<file path="src/hw/drive_monitor_defs.vh">
`ifndef DRIVE_MONITOR_DEFS_VH
`define DRIVE_MONITOR_DEFS_VH

// register numbers on the serial link
`define REG_INPUT_TERMINAL_STATES 16'h002B
`define REG_DRIVE_CONDITION_WORD 16'h002C
`define REG_OUTPUT_TERMINAL_STATES 16'h002D
`define REG_SCALED_FREQ_MONITOR_A 16'h0038
`define REG_SCALED_FREQ_MONITOR_B 16'h0039
`define REG_SIGNED_FREQ_MONITOR 16'h003A
`define REG_MAIN_CPU_SW_NUMBER 16'h003B
`define REG_STORED_PROG_SW_NUMBER 16'h003C
`define REG_LINK_ERROR_DETAILS 16'h003D
`define REG_CAPACITY_SETTING 16'h003E
`define REG_CONTROL_METHOD_SETTING 16'h003F

// drive condition word bit positions
`define DCW_RUNNING 0
`define DCW_ZERO_SPEED 1
`define DCW_FREQ_AGREE 2
`define DCW_DESIRED_AGREE 3
`define DCW_FREQ_DETECT_1 4
`define DCW_FREQ_DETECT_2 5
`define DCW_STARTUP_DONE 6
`define DCW_LOW_VOLTAGE 7
`define DCW_OUTPUT_BLOCKED 8
`define DCW_REF_NOT_LINK 9
`define DCW_RUN_NOT_LINK 10
`define DCW_OVERTORQUE 11
`define DCW_REF_LOST 12
`define DCW_RETRYING 13
`define DCW_FAULT 14
`define DCW_LINK_TIMEOUT 15

// link error detail bit positions
`define LED_CRC 0
`define LED_LENGTH 1
`define LED_PARITY 3
`define LED_OVERRUN 4
`define LED_FRAMING 5
`define LED_TIMEOUT 6

// used-bit masks, unused bits read zero
`define MASK_INPUT_TERMINALS 16'h007F
`define MASK_OUTPUT_TERMINALS 16'h0003
`define MASK_LINK_ERRORS 16'h007B

// reset value of every held register
`define RESET_WORD 16'h0000

// 10 counts per 1 percent, so full scale is 1000 counts
`define SCALE_FULL 26'h000_03E8
`define DIV_STEPS 5'h1A
`define SIGNED_MAX 16'h7FFF
`define UNSIGNED_MAX 16'hFFFF

// answer codes for refused accesses
`define CODE_NONE 8'h00
`define CODE_BAD_REGISTER 8'h02
`define CODE_WRITE_REFUSED 8'h22

`endif

</file>
<file path="src/hw/drive_monitor_status_registers.v">
// Summary of operation
// RL1 - input terminal states 1..7 appear in bits 0..6, 1 means on
// RL2 - frequency detect 1 set while output frequency at or below threshold
// RL3 - frequency detect 2 set while output frequency at or above threshold
// RL4 - output shut-off flag reads 1 whenever power output is blocked
// RL5 - two bits say reference and run source: 0 link, 1 other
// RL6 - a status flag reads 1 after a link time-out error
// RL7 - digital outputs 1 and 2 appear in bits 0 and 1, 1 means on
// RL8 - link error flags latch until an error reset arrives
// RL9 - error reset clears latched errors even while running
// RL10 - two unsigned monitors scaled so 10 counts equal 1 percent
// RL11 - signed monitor scaled the same way, both polarities
// RL12 - monitor registers are read only; writes change nothing
// RL13 - unused bits in status, output and error registers read 0
`include "drive_monitor_defs.vh"
`timescale 1ns/10ps
`default_nettype none

module drive_monitor_status_registers #(
	parameter FW = 16
) (
	// clock and reset
	input wire clk_i,
	input wire rstn_i,
	// terminal pins, asynchronous
	input wire [6:0] input_terminal_i,
	// drive logic, same clock
	input wire [1:0] digital_output_i,
	input wire running_i,
	input wire zero_speed_i,
	input wire freq_agree_i,
	input wire desired_agree_i,
	input wire startup_done_i,
	input wire low_voltage_i,
	input wire output_blocked_i,
	input wire ref_not_link_i,
	input wire run_not_link_i,
	input wire overtorque_i,
	input wire ref_lost_i,
	input wire retrying_i,
	input wire fault_i,
	input wire reverse_i,
	// frequency values, raw drive units
	input wire [FW-1:0] freq_reference_i,
	input wire [FW-1:0] output_freq_i,
	input wire [FW-1:0] max_output_freq_i,
	input wire [FW-1:0] frequency_detect_threshold_i,
	// fixed identity and setting words
	input wire [15:0] cpu_sw_number_i,
	input wire [15:0] stored_sw_number_i,
	input wire [15:0] capacity_i,
	input wire [15:0] control_method_i,
	// link error events, one-cycle pulses
	input wire crc_err_i,
	input wire length_err_i,
	input wire parity_err_i,
	input wire overrun_err_i,
	input wire framing_err_i,
	input wire timeout_err_i,
	input wire err_reset_i,
	// register access from the link framer
	input wire rd_req_i,
	input wire wr_req_i,
	input wire [15:0] addr_i,
	output reg ack_o,
	output reg [15:0] rd_data_o,
	output reg [7:0] err_code_o,
	// timeout flag for the link framer
	output reg link_timeout_o
);

// divider sequencer states; idle is only seen after reset
localparam ST_IDLE = 2'h0;
localparam ST_LOAD = 2'h1;
localparam ST_RUN = 2'h2;
localparam ST_STORE = 2'h3;

// true for every register number this bank answers
function reg_mapped;
	input [15:0] a;
	begin
		case (a)
		`REG_INPUT_TERMINAL_STATES,
		`REG_DRIVE_CONDITION_WORD,
		`REG_OUTPUT_TERMINAL_STATES,
		`REG_SCALED_FREQ_MONITOR_A,
		`REG_SCALED_FREQ_MONITOR_B,
		`REG_SIGNED_FREQ_MONITOR,
		`REG_MAIN_CPU_SW_NUMBER,
		`REG_STORED_PROG_SW_NUMBER,
		`REG_LINK_ERROR_DETAILS,
		`REG_CAPACITY_SETTING,
		`REG_CONTROL_METHOD_SETTING: reg_mapped = 1'b1;
		default: reg_mapped = 1'b0;
		endcase
	end
endfunction

// clamp a wide quotient to a 16-bit ceiling
function [15:0] clamp16;
	input [25:0] q;
	input [15:0] ceil;
	begin
		if (q > {10'h000, ceil}) begin
			clamp16 = ceil;
		end else begin
			clamp16 = q[15:0];
		end
	end
endfunction

// synchronised pins and latched link errors
wire [6:0] terminals_sync;
wire [15:0] err_flags;
wire [15:0] err_events;

// held status words and scaled monitors
reg [15:0] input_states_r;
reg [15:0] condition_r;
reg [15:0] output_states_r;
reg [15:0] monitor_a_r;
reg [15:0] monitor_b_r;
reg [15:0] monitor_s_r;

// divider sequencer and working registers
reg [1:0] state_r;
reg [1:0] state_nxt;
reg chan_r;
reg neg_r;
reg [15:0] divisor_r;
reg [25:0] num_r;
reg [16:0] rem_r;
reg [4:0] step_r;

// combinational next values
reg [15:0] cond_nxt;
reg [15:0] rd_nxt;
reg [7:0] code_nxt;

// terminals come from pins, so resynchronise them first
pin_sync #(
	.W(7)
) u_term_sync (
	.clk_i(clk_i),
	.rstn_i(rstn_i),
	.pin_i(input_terminal_i),
	.sync_o(terminals_sync)
);

// error event vector, unused positions tied low
assign err_events = {9'h000,
	timeout_err_i,
	framing_err_i,
	overrun_err_i,
	parity_err_i,
	1'b0,
	length_err_i,
	crc_err_i}; // RL8 RL13

error_latch #(
	.W(16)
) u_err_latch (
	.clk_i(clk_i),
	.rstn_i(rstn_i),
	.set_i(err_events),
	.clr_i(err_reset_i), // RL9
	.flags_o(err_flags)
);

// drive condition word from live drive signals
always @* begin
	cond_nxt = `RESET_WORD;
	cond_nxt[`DCW_RUNNING] = running_i;
	cond_nxt[`DCW_ZERO_SPEED] = zero_speed_i;
	cond_nxt[`DCW_FREQ_AGREE] = freq_agree_i;
	cond_nxt[`DCW_DESIRED_AGREE] = desired_agree_i;
	// both compares are inclusive, so at the threshold both flags read 1
	cond_nxt[`DCW_FREQ_DETECT_1] = (output_freq_i <= frequency_detect_threshold_i); // RL2
	cond_nxt[`DCW_FREQ_DETECT_2] = (output_freq_i >= frequency_detect_threshold_i); // RL3
	cond_nxt[`DCW_STARTUP_DONE] = startup_done_i;
	cond_nxt[`DCW_LOW_VOLTAGE] = low_voltage_i;
	cond_nxt[`DCW_OUTPUT_BLOCKED] = output_blocked_i; // RL4
	cond_nxt[`DCW_REF_NOT_LINK] = ref_not_link_i; // RL5
	cond_nxt[`DCW_RUN_NOT_LINK] = run_not_link_i; // RL5
	cond_nxt[`DCW_OVERTORQUE] = overtorque_i;
	cond_nxt[`DCW_REF_LOST] = ref_lost_i;
	cond_nxt[`DCW_RETRYING] = retrying_i;
	cond_nxt[`DCW_FAULT] = fault_i;
	// held time-out shows until the error reset clears it
	cond_nxt[`DCW_LINK_TIMEOUT] = err_flags[`LED_TIMEOUT]; // RL6
end

// snapshot of status words, refreshed every cycle
always @(posedge clk_i or negedge rstn_i) begin
	if (!rstn_i) begin
		input_states_r <= `RESET_WORD;
		condition_r <= `RESET_WORD;
		output_states_r <= `RESET_WORD;
		link_timeout_o <= 1'b0;
	end else begin
		input_states_r <= {9'h000, terminals_sync}; // RL1 RL13
		condition_r <= cond_nxt;
		output_states_r <= {14'h0000, digital_output_i}; // RL7 RL13
		// the framer sees the same latched time-out as the status word
		link_timeout_o <= err_flags[`LED_TIMEOUT];
	end
end

// scaling sequencer: one shared divider serves both channels,
// trading a refresh latency of about 60 cycles for area
always @* begin
	case (state_r)
	ST_IDLE: state_nxt = ST_LOAD;
	ST_LOAD: state_nxt = ST_RUN;
	ST_RUN: begin
		if (step_r == 5'h00) begin
			state_nxt = ST_STORE;
		end else begin
			state_nxt = ST_RUN;
		end
	end
	ST_STORE: state_nxt = ST_LOAD;
	default: state_nxt = ST_IDLE;
	endcase
end

// restoring divider, quotient = freq * 1000 / max freq
wire [16:0] rem_shift = {rem_r[15:0], num_r[25]};
wire [16:0] rem_trial = rem_shift - {1'b0, divisor_r};
wire [FW-1:0] chan_freq = chan_r ? output_freq_i : freq_reference_i;
wire [25:0] scaled_num = {10'h000, chan_freq} * `SCALE_FULL;
// signed result keeps one bit for the sign, hence the lower ceiling
wire [15:0] signed_mag = clamp16(num_r, `SIGNED_MAX);

always @(posedge clk_i or negedge rstn_i) begin
	if (!rstn_i) begin
		state_r <= ST_IDLE;
		chan_r <= 1'b0;
		neg_r <= 1'b0;
		divisor_r <= `RESET_WORD;
		num_r <= 26'h000_0000;
		rem_r <= 17'h0_0000;
		step_r <= 5'h00;
		monitor_a_r <= `RESET_WORD;
		monitor_b_r <= `RESET_WORD;
		monitor_s_r <= `RESET_WORD;
	end else begin
		state_r <= state_nxt;
		case (state_r)
		ST_LOAD: begin
			// sample the sign with its operands so one pass is self-consistent
			num_r <= scaled_num;
			divisor_r <= max_output_freq_i;
			neg_r <= reverse_i;
			rem_r <= 17'h0_0000;
			step_r <= `DIV_STEPS;
		end
		ST_RUN: begin
			// one quotient bit per cycle, most significant first
			if (step_r != 5'h00) begin
				step_r <= step_r - 5'h01;
				if (!rem_trial[16]) begin
					rem_r <= rem_trial;
					num_r <= {num_r[24:0], 1'b1};
				end else begin
					rem_r <= rem_shift;
					num_r <= {num_r[24:0], 1'b0};
				end
			end
		end
		ST_STORE: begin
			// a zero maximum would divide by zero, so report zero
			if (divisor_r == `RESET_WORD) begin
				if (chan_r) begin
					monitor_b_r <= `RESET_WORD;
					monitor_s_r <= `RESET_WORD;
				end else begin
					monitor_a_r <= `RESET_WORD;
				end
			end else if (chan_r) begin
				monitor_b_r <= clamp16(num_r, `UNSIGNED_MAX); // RL10
				if (neg_r) begin
					monitor_s_r <= `RESET_WORD - signed_mag; // RL11
				end else begin
					monitor_s_r <= signed_mag; // RL11
				end
			end else begin
				monitor_a_r <= clamp16(num_r, `UNSIGNED_MAX); // RL10
			end
			// alternate channels, so each refreshes every second pass
			chan_r <= ~chan_r;
		end
		default: begin
			chan_r <= 1'b0;
		end
		endcase
	end
end

// read decode; writes are answered with a refusal and touch nothing
always @* begin
	rd_nxt = `RESET_WORD;
	code_nxt = `CODE_NONE;
	if (wr_req_i) begin
		code_nxt = `CODE_WRITE_REFUSED; // RL12
		// no write data reaches this block, so a write cannot alter a word
	end else if (rd_req_i) begin
		if (!reg_mapped(addr_i)) begin
			code_nxt = `CODE_BAD_REGISTER;
		end
		case (addr_i)
		`REG_INPUT_TERMINAL_STATES: rd_nxt = input_states_r & `MASK_INPUT_TERMINALS; // RL13
		`REG_DRIVE_CONDITION_WORD: rd_nxt = condition_r;
		`REG_OUTPUT_TERMINAL_STATES: rd_nxt = output_states_r & `MASK_OUTPUT_TERMINALS;
		`REG_SCALED_FREQ_MONITOR_A: rd_nxt = monitor_a_r;
		`REG_SCALED_FREQ_MONITOR_B: rd_nxt = monitor_b_r;
		`REG_SIGNED_FREQ_MONITOR: rd_nxt = monitor_s_r;
		`REG_MAIN_CPU_SW_NUMBER: rd_nxt = cpu_sw_number_i;
		`REG_STORED_PROG_SW_NUMBER: rd_nxt = stored_sw_number_i;
		`REG_LINK_ERROR_DETAILS: rd_nxt = err_flags & `MASK_LINK_ERRORS; // RL8 RL13
		`REG_CAPACITY_SETTING: rd_nxt = capacity_i;
		`REG_CONTROL_METHOD_SETTING: rd_nxt = control_method_i;
		default: rd_nxt = `RESET_WORD;
		endcase
	end
end

// answer registers, one cycle after the request
always @(posedge clk_i or negedge rstn_i) begin
	if (!rstn_i) begin
		ack_o <= 1'b0;
		rd_data_o <= `RESET_WORD;
		err_code_o <= `CODE_NONE;
	end else begin
		// every request is answered, refused or not, so the framer never waits
		ack_o <= rd_req_i | wr_req_i;
		rd_data_o <= rd_nxt;
		err_code_o <= code_nxt;
	end
end

endmodule // drive_monitor_status_registers

`default_nettype wire

</file>
<file path="src/hw/error_latch.v">
`timescale 1ns/10ps
`default_nettype none

module error_latch #(
	parameter W = 16
) (
	// clock and reset
	input wire clk_i,
	input wire rstn_i,
	// error events and reset request
	input wire [W-1:0] set_i,
	input wire clr_i,
	// held flags
	output reg [W-1:0] flags_o
);

reg [W-1:0] flags_nxt;

// set beats clear so an error in the reset cycle is kept
always @* begin
	flags_nxt = (flags_o & ~{W{clr_i}}) | set_i; // RL8 RL9
end

always @(posedge clk_i or negedge rstn_i) begin
	if (!rstn_i) begin
		flags_o <= {W{1'b0}};
	end else begin
		flags_o <= flags_nxt;
	end
end

endmodule // error_latch

`default_nettype wire

</file>
<file path="src/hw/pin_sync.v">
`timescale 1ns/10ps
`default_nettype none

module pin_sync #(
	parameter W = 7
) (
	// clock and reset
	input wire clk_i,
	input wire rstn_i,
	// pin side and synchronised side
	input wire [W-1:0] pin_i,
	output reg [W-1:0] sync_o
);

reg [W-1:0] meta_r;

// two stages; only the second stage is read downstream
always @(posedge clk_i or negedge rstn_i) begin
	if (!rstn_i) begin
		meta_r <= {W{1'b0}};
		sync_o <= {W{1'b0}};
	end else begin
		meta_r <= pin_i;
		sync_o <= meta_r;
	end
end

endmodule // pin_sync

`default_nettype wire

</file>
<file path="config.mk">
export PLATFORM = sky130hd
export DESIGN_NAME = drive_monitor_status_registers
export DESIGN_NICKNAME = d
export VERILOG_FILES = /design/src/hw/drive_monitor_status_registers.v /design/src/hw/error_latch.v /design/src/hw/pin_sync.v
export VERILOG_INCLUDE_DIRS = /design/src /design/src/hw
export SDC_FILE = /design/constraint.sdc
export NUM_CORES = 1
export LEC_CHECK = 0
export BUFFER_PORTS_ARGS = -buffer_cell sky130_fd_sc_hd__buf_4
export CAP_MARGIN = 20
export CORE_UTILIZATION = 40
export CTS_CLUSTER_SIZE = 25
export DETAILED_ROUTE_END_ITERATION = 8
export HOLD_SLACK_MARGIN = 0.03
export SYNTH_ARGS = -nofsm -noshare
export SYNTH_HDL_FRONTEND = slang
export SYNTH_HIERARCHICAL = 1
export SYNTH_SLANG_ARGS = --single-unit
</file>
<file path="constraint.sdc">
create_clock -name clk_i -period 17.07 [get_ports clk_i]
set_input_delay 5.121 -clock clk_i [delete_from_list [all_inputs] [get_ports clk_i]]
set_output_delay 5.121 -clock clk_i [all_outputs]
set_load 0.02 [all_outputs]
</file>
==> summary.md <==
| Metric | Value |
|---|---|
| Outcome | finished clean |
| Die X | 175.2 um |
| Post-synthesis cell count | 1256 |
| Yosys warns | 6 |
| Post-place instance area | 13830 um2 |
| Port Buffer Count | 197 |
| PD cells | 121.5 nW/um2 |
| Peak supply drop | 0.07194 mV |
| Num Clock Sinks | 179 |
| Worst setup margin | 7060 ps |
| H-tree levels | 4 |
| Setup TNS | 0 ps |
| Rows | 63 |
| Post-layout min period | 10010 ps |
| Synth Cell Area | 12000 um2 |
| Required time worst endpoint | 17390 ps |
| Crit Path Category | input pin to flop |
| # fillers | 2787 |
| IO Pins | 204 |
| Final setup viols | 0 |
| Worst path max stage delay | 720 ps |
| Initial drt markers | 661 |
| Slew Limit Fails | 0 |
| Worst Skew | 11.95 ps |
| Vias in the first global route | 9544 |
| Setup bufs post-CTS | 0 |
| Power Total | 1.750 mW |
| Remaining antenna violation count after routing | 0 |
| Worst path most repeated cell | fa_1 |
| Period utilization | 58.64% |
| Post-route design area | 14400 um2 |
| Total Routing Usage GR | 20.04% |
| WL per Instance | 16.48 um |
| Starting Density | 40.60% |
| CTS root buf | clkbuf_16 |
| Area of the multi-input gates | 6820 um2 |
| CTS Buffer Depth | 2 |
| Worst-Skew Late Latency | 430 ps |
| Headroom to the max-slew limit | 33.67% |
| Core box area | 29560 um2 |
| Least-Margin Pin Slew | 994.9 ps |
| Layout overhead on the synthesized area | 20.02% |
| Max Freq | 99.90 MHz |
| DR vias/cell | 5.331 |
| Worst Path Max Fanout | 6 |
| RSZ-0062 raised after global routing | false |
| Place WS | 6505 ps |
| Min-Delay Path Class | flop to flop |
| TritonCTS Buffers | 17 |
| Initial antenna violation count | 0 |
| CTS tree | yes |
| Layout cells sized above 1 | 18.13% |
| Vias | 9755 |
| CP endpoint kind | flop |
| LEAKAGE | 6.949 nW |
| Final hold viol count | 0 |
| Max-cap viol count | 0 |
| CP cell instances | buf_4 > mux2i_1 > fa_1 > fa_1 > fa_1 > fa_1 > inv_1 > ha_1 > a21oi_1 > o22ai_1 > a2111oi_0 > o21bai_1 > a21oi_1 > a2111oi_0 > a211o_1 |
| Storage cell area | 4479 um2 |
| Resize count post-CTS | 0 |
| Startpoint types | input pin |
| Reg clk slew, reported paths | 70 ps |
| Hold buffers post-CTS | 0 |
| Global route overflow | 0 |
| Die Area | 30700 um2 |
| Syn_area_per_cell | 9.555 um2 |
| Post-Route WL | 30160 um |
| Slowest-stage cell, CP | a2111oi_0 |
| First-pass GRT wire length | 49310 um |
| DPL Wire Length | 22940 um |
| Largest net degree at the start of global routing | 66 |
| Nets | 1751 |
| Final RePlAce weighted congestion | 0.8526 |
| DR pass1 iterations | 7 |
| DRC | 0 |
| Ant. Diodes | 0 |
| Die Span Y | 175.2 um |
| Critical path data arrival time | 10330 ps |
| Worst Path Buf+Inv | 2 |
| Delay-heaviest family, CP | adder cells |
[report_power, final]
part / internal [mW] / switching [mW] / leakage (nW)
clock: 0.202 / 0.171 / 0.261
combinational: 0.373 / 0.465 / 4.45
sequential: 0.485 / 0.0543 / 2.24
[cell usage in the layout, fill, tap and decap left out, types with 10 or more instances in the layout]
master and instances:
a22oi_1 32, nand3_1 10, a22o_1 28, nor4_1 12, a21oi_1 38, clkbuf_16 17
fa_1 55, a21o_1 18, o21ai_1 31, nand2_1 132, dfrtp_1 179, a221oi_1 24
a31oi_1 25, nor2_1 69, nand2b_1 13, inv_1 122, a211oi_1 12, o21a_1 13
buf_4 209, nor3_1 11, xor2_1 12, mux2i_1 32, ha_1 90, o22ai_1 10
o21ai_0 92, nor2b_1 12, xnor2_1 17
[through the flow]
| stage | hold WS [ps] | util (%) | instances |
|---|---|---|---|
| finish | 347.4 | 48.73 | 1830 |
| global route | 353.3 | 48.73 | 1830 |
| CTS | 350.7 | 48.64 | 1828 |
| detailed placement | 335.6 | 46.80 | 1797 |
| global placement | 331.9 | 46.75 | 1795 |
| floorplan | 331.2 | - | 1261 |
[routing by layer]
metal / vias to the layer above / GRT usage [%] / routed length, um / share of wire [%]
met5: - / 0 / 0 / 0
met4: 0 / 4.457 / 186 / 0.62
met3: 13 / 2.894 / 1494 / 5.0
met2: 242 / 33.22 / 14320 / 48
met1: 4710 / 27.67 / 14150 / 47
li1: 4790 / - / - / -
[worst paths after layout]
check	from	to	slack (ps)	depth (start not counted)
worst max-delay path	output_freq_i[6]	num_r[23]	7060	15
worst min-delay path	u_term_sync/sync_o[5]	input_states_r[5]	350	0
worst max register to register	chan_r	num_r[23]	11090	15
worst min register to register	u_term_sync/sync_o[5]	input_states_r[5]	350	0
max in group asynchronous	rstn_i	u_err_latch/flags_o[5]	11160	2
min in group asynchronous	rstn_i	rd_data_o[8]	4680	1
[cell type report]
class,count,area share [%]
timing repair buffer,212,11.15
clock buffer,20,3.032
inverter,124,3.231
tap,390,3.388
multi-input combinational,894,47.35
clock inverter,11,0.7470
sequential,179,31.10
[flip-flops by register name (all words and copies together), names as in the netlist, 5 cells and up]
signal and count:
condition_r 16, divisor_r 16, input_states_r 7, monitor_a_r 16, monitor_b_r 16, monitor_s_r 16
num_r 26, rd_data_o 16, rem_r 16, step_r 5, u_err_latch/flags_o 6, u_term_sync/meta_r 7
u_term_sync/sync_o 7
No activity file was read; power rests on OpenSTA's default activity.
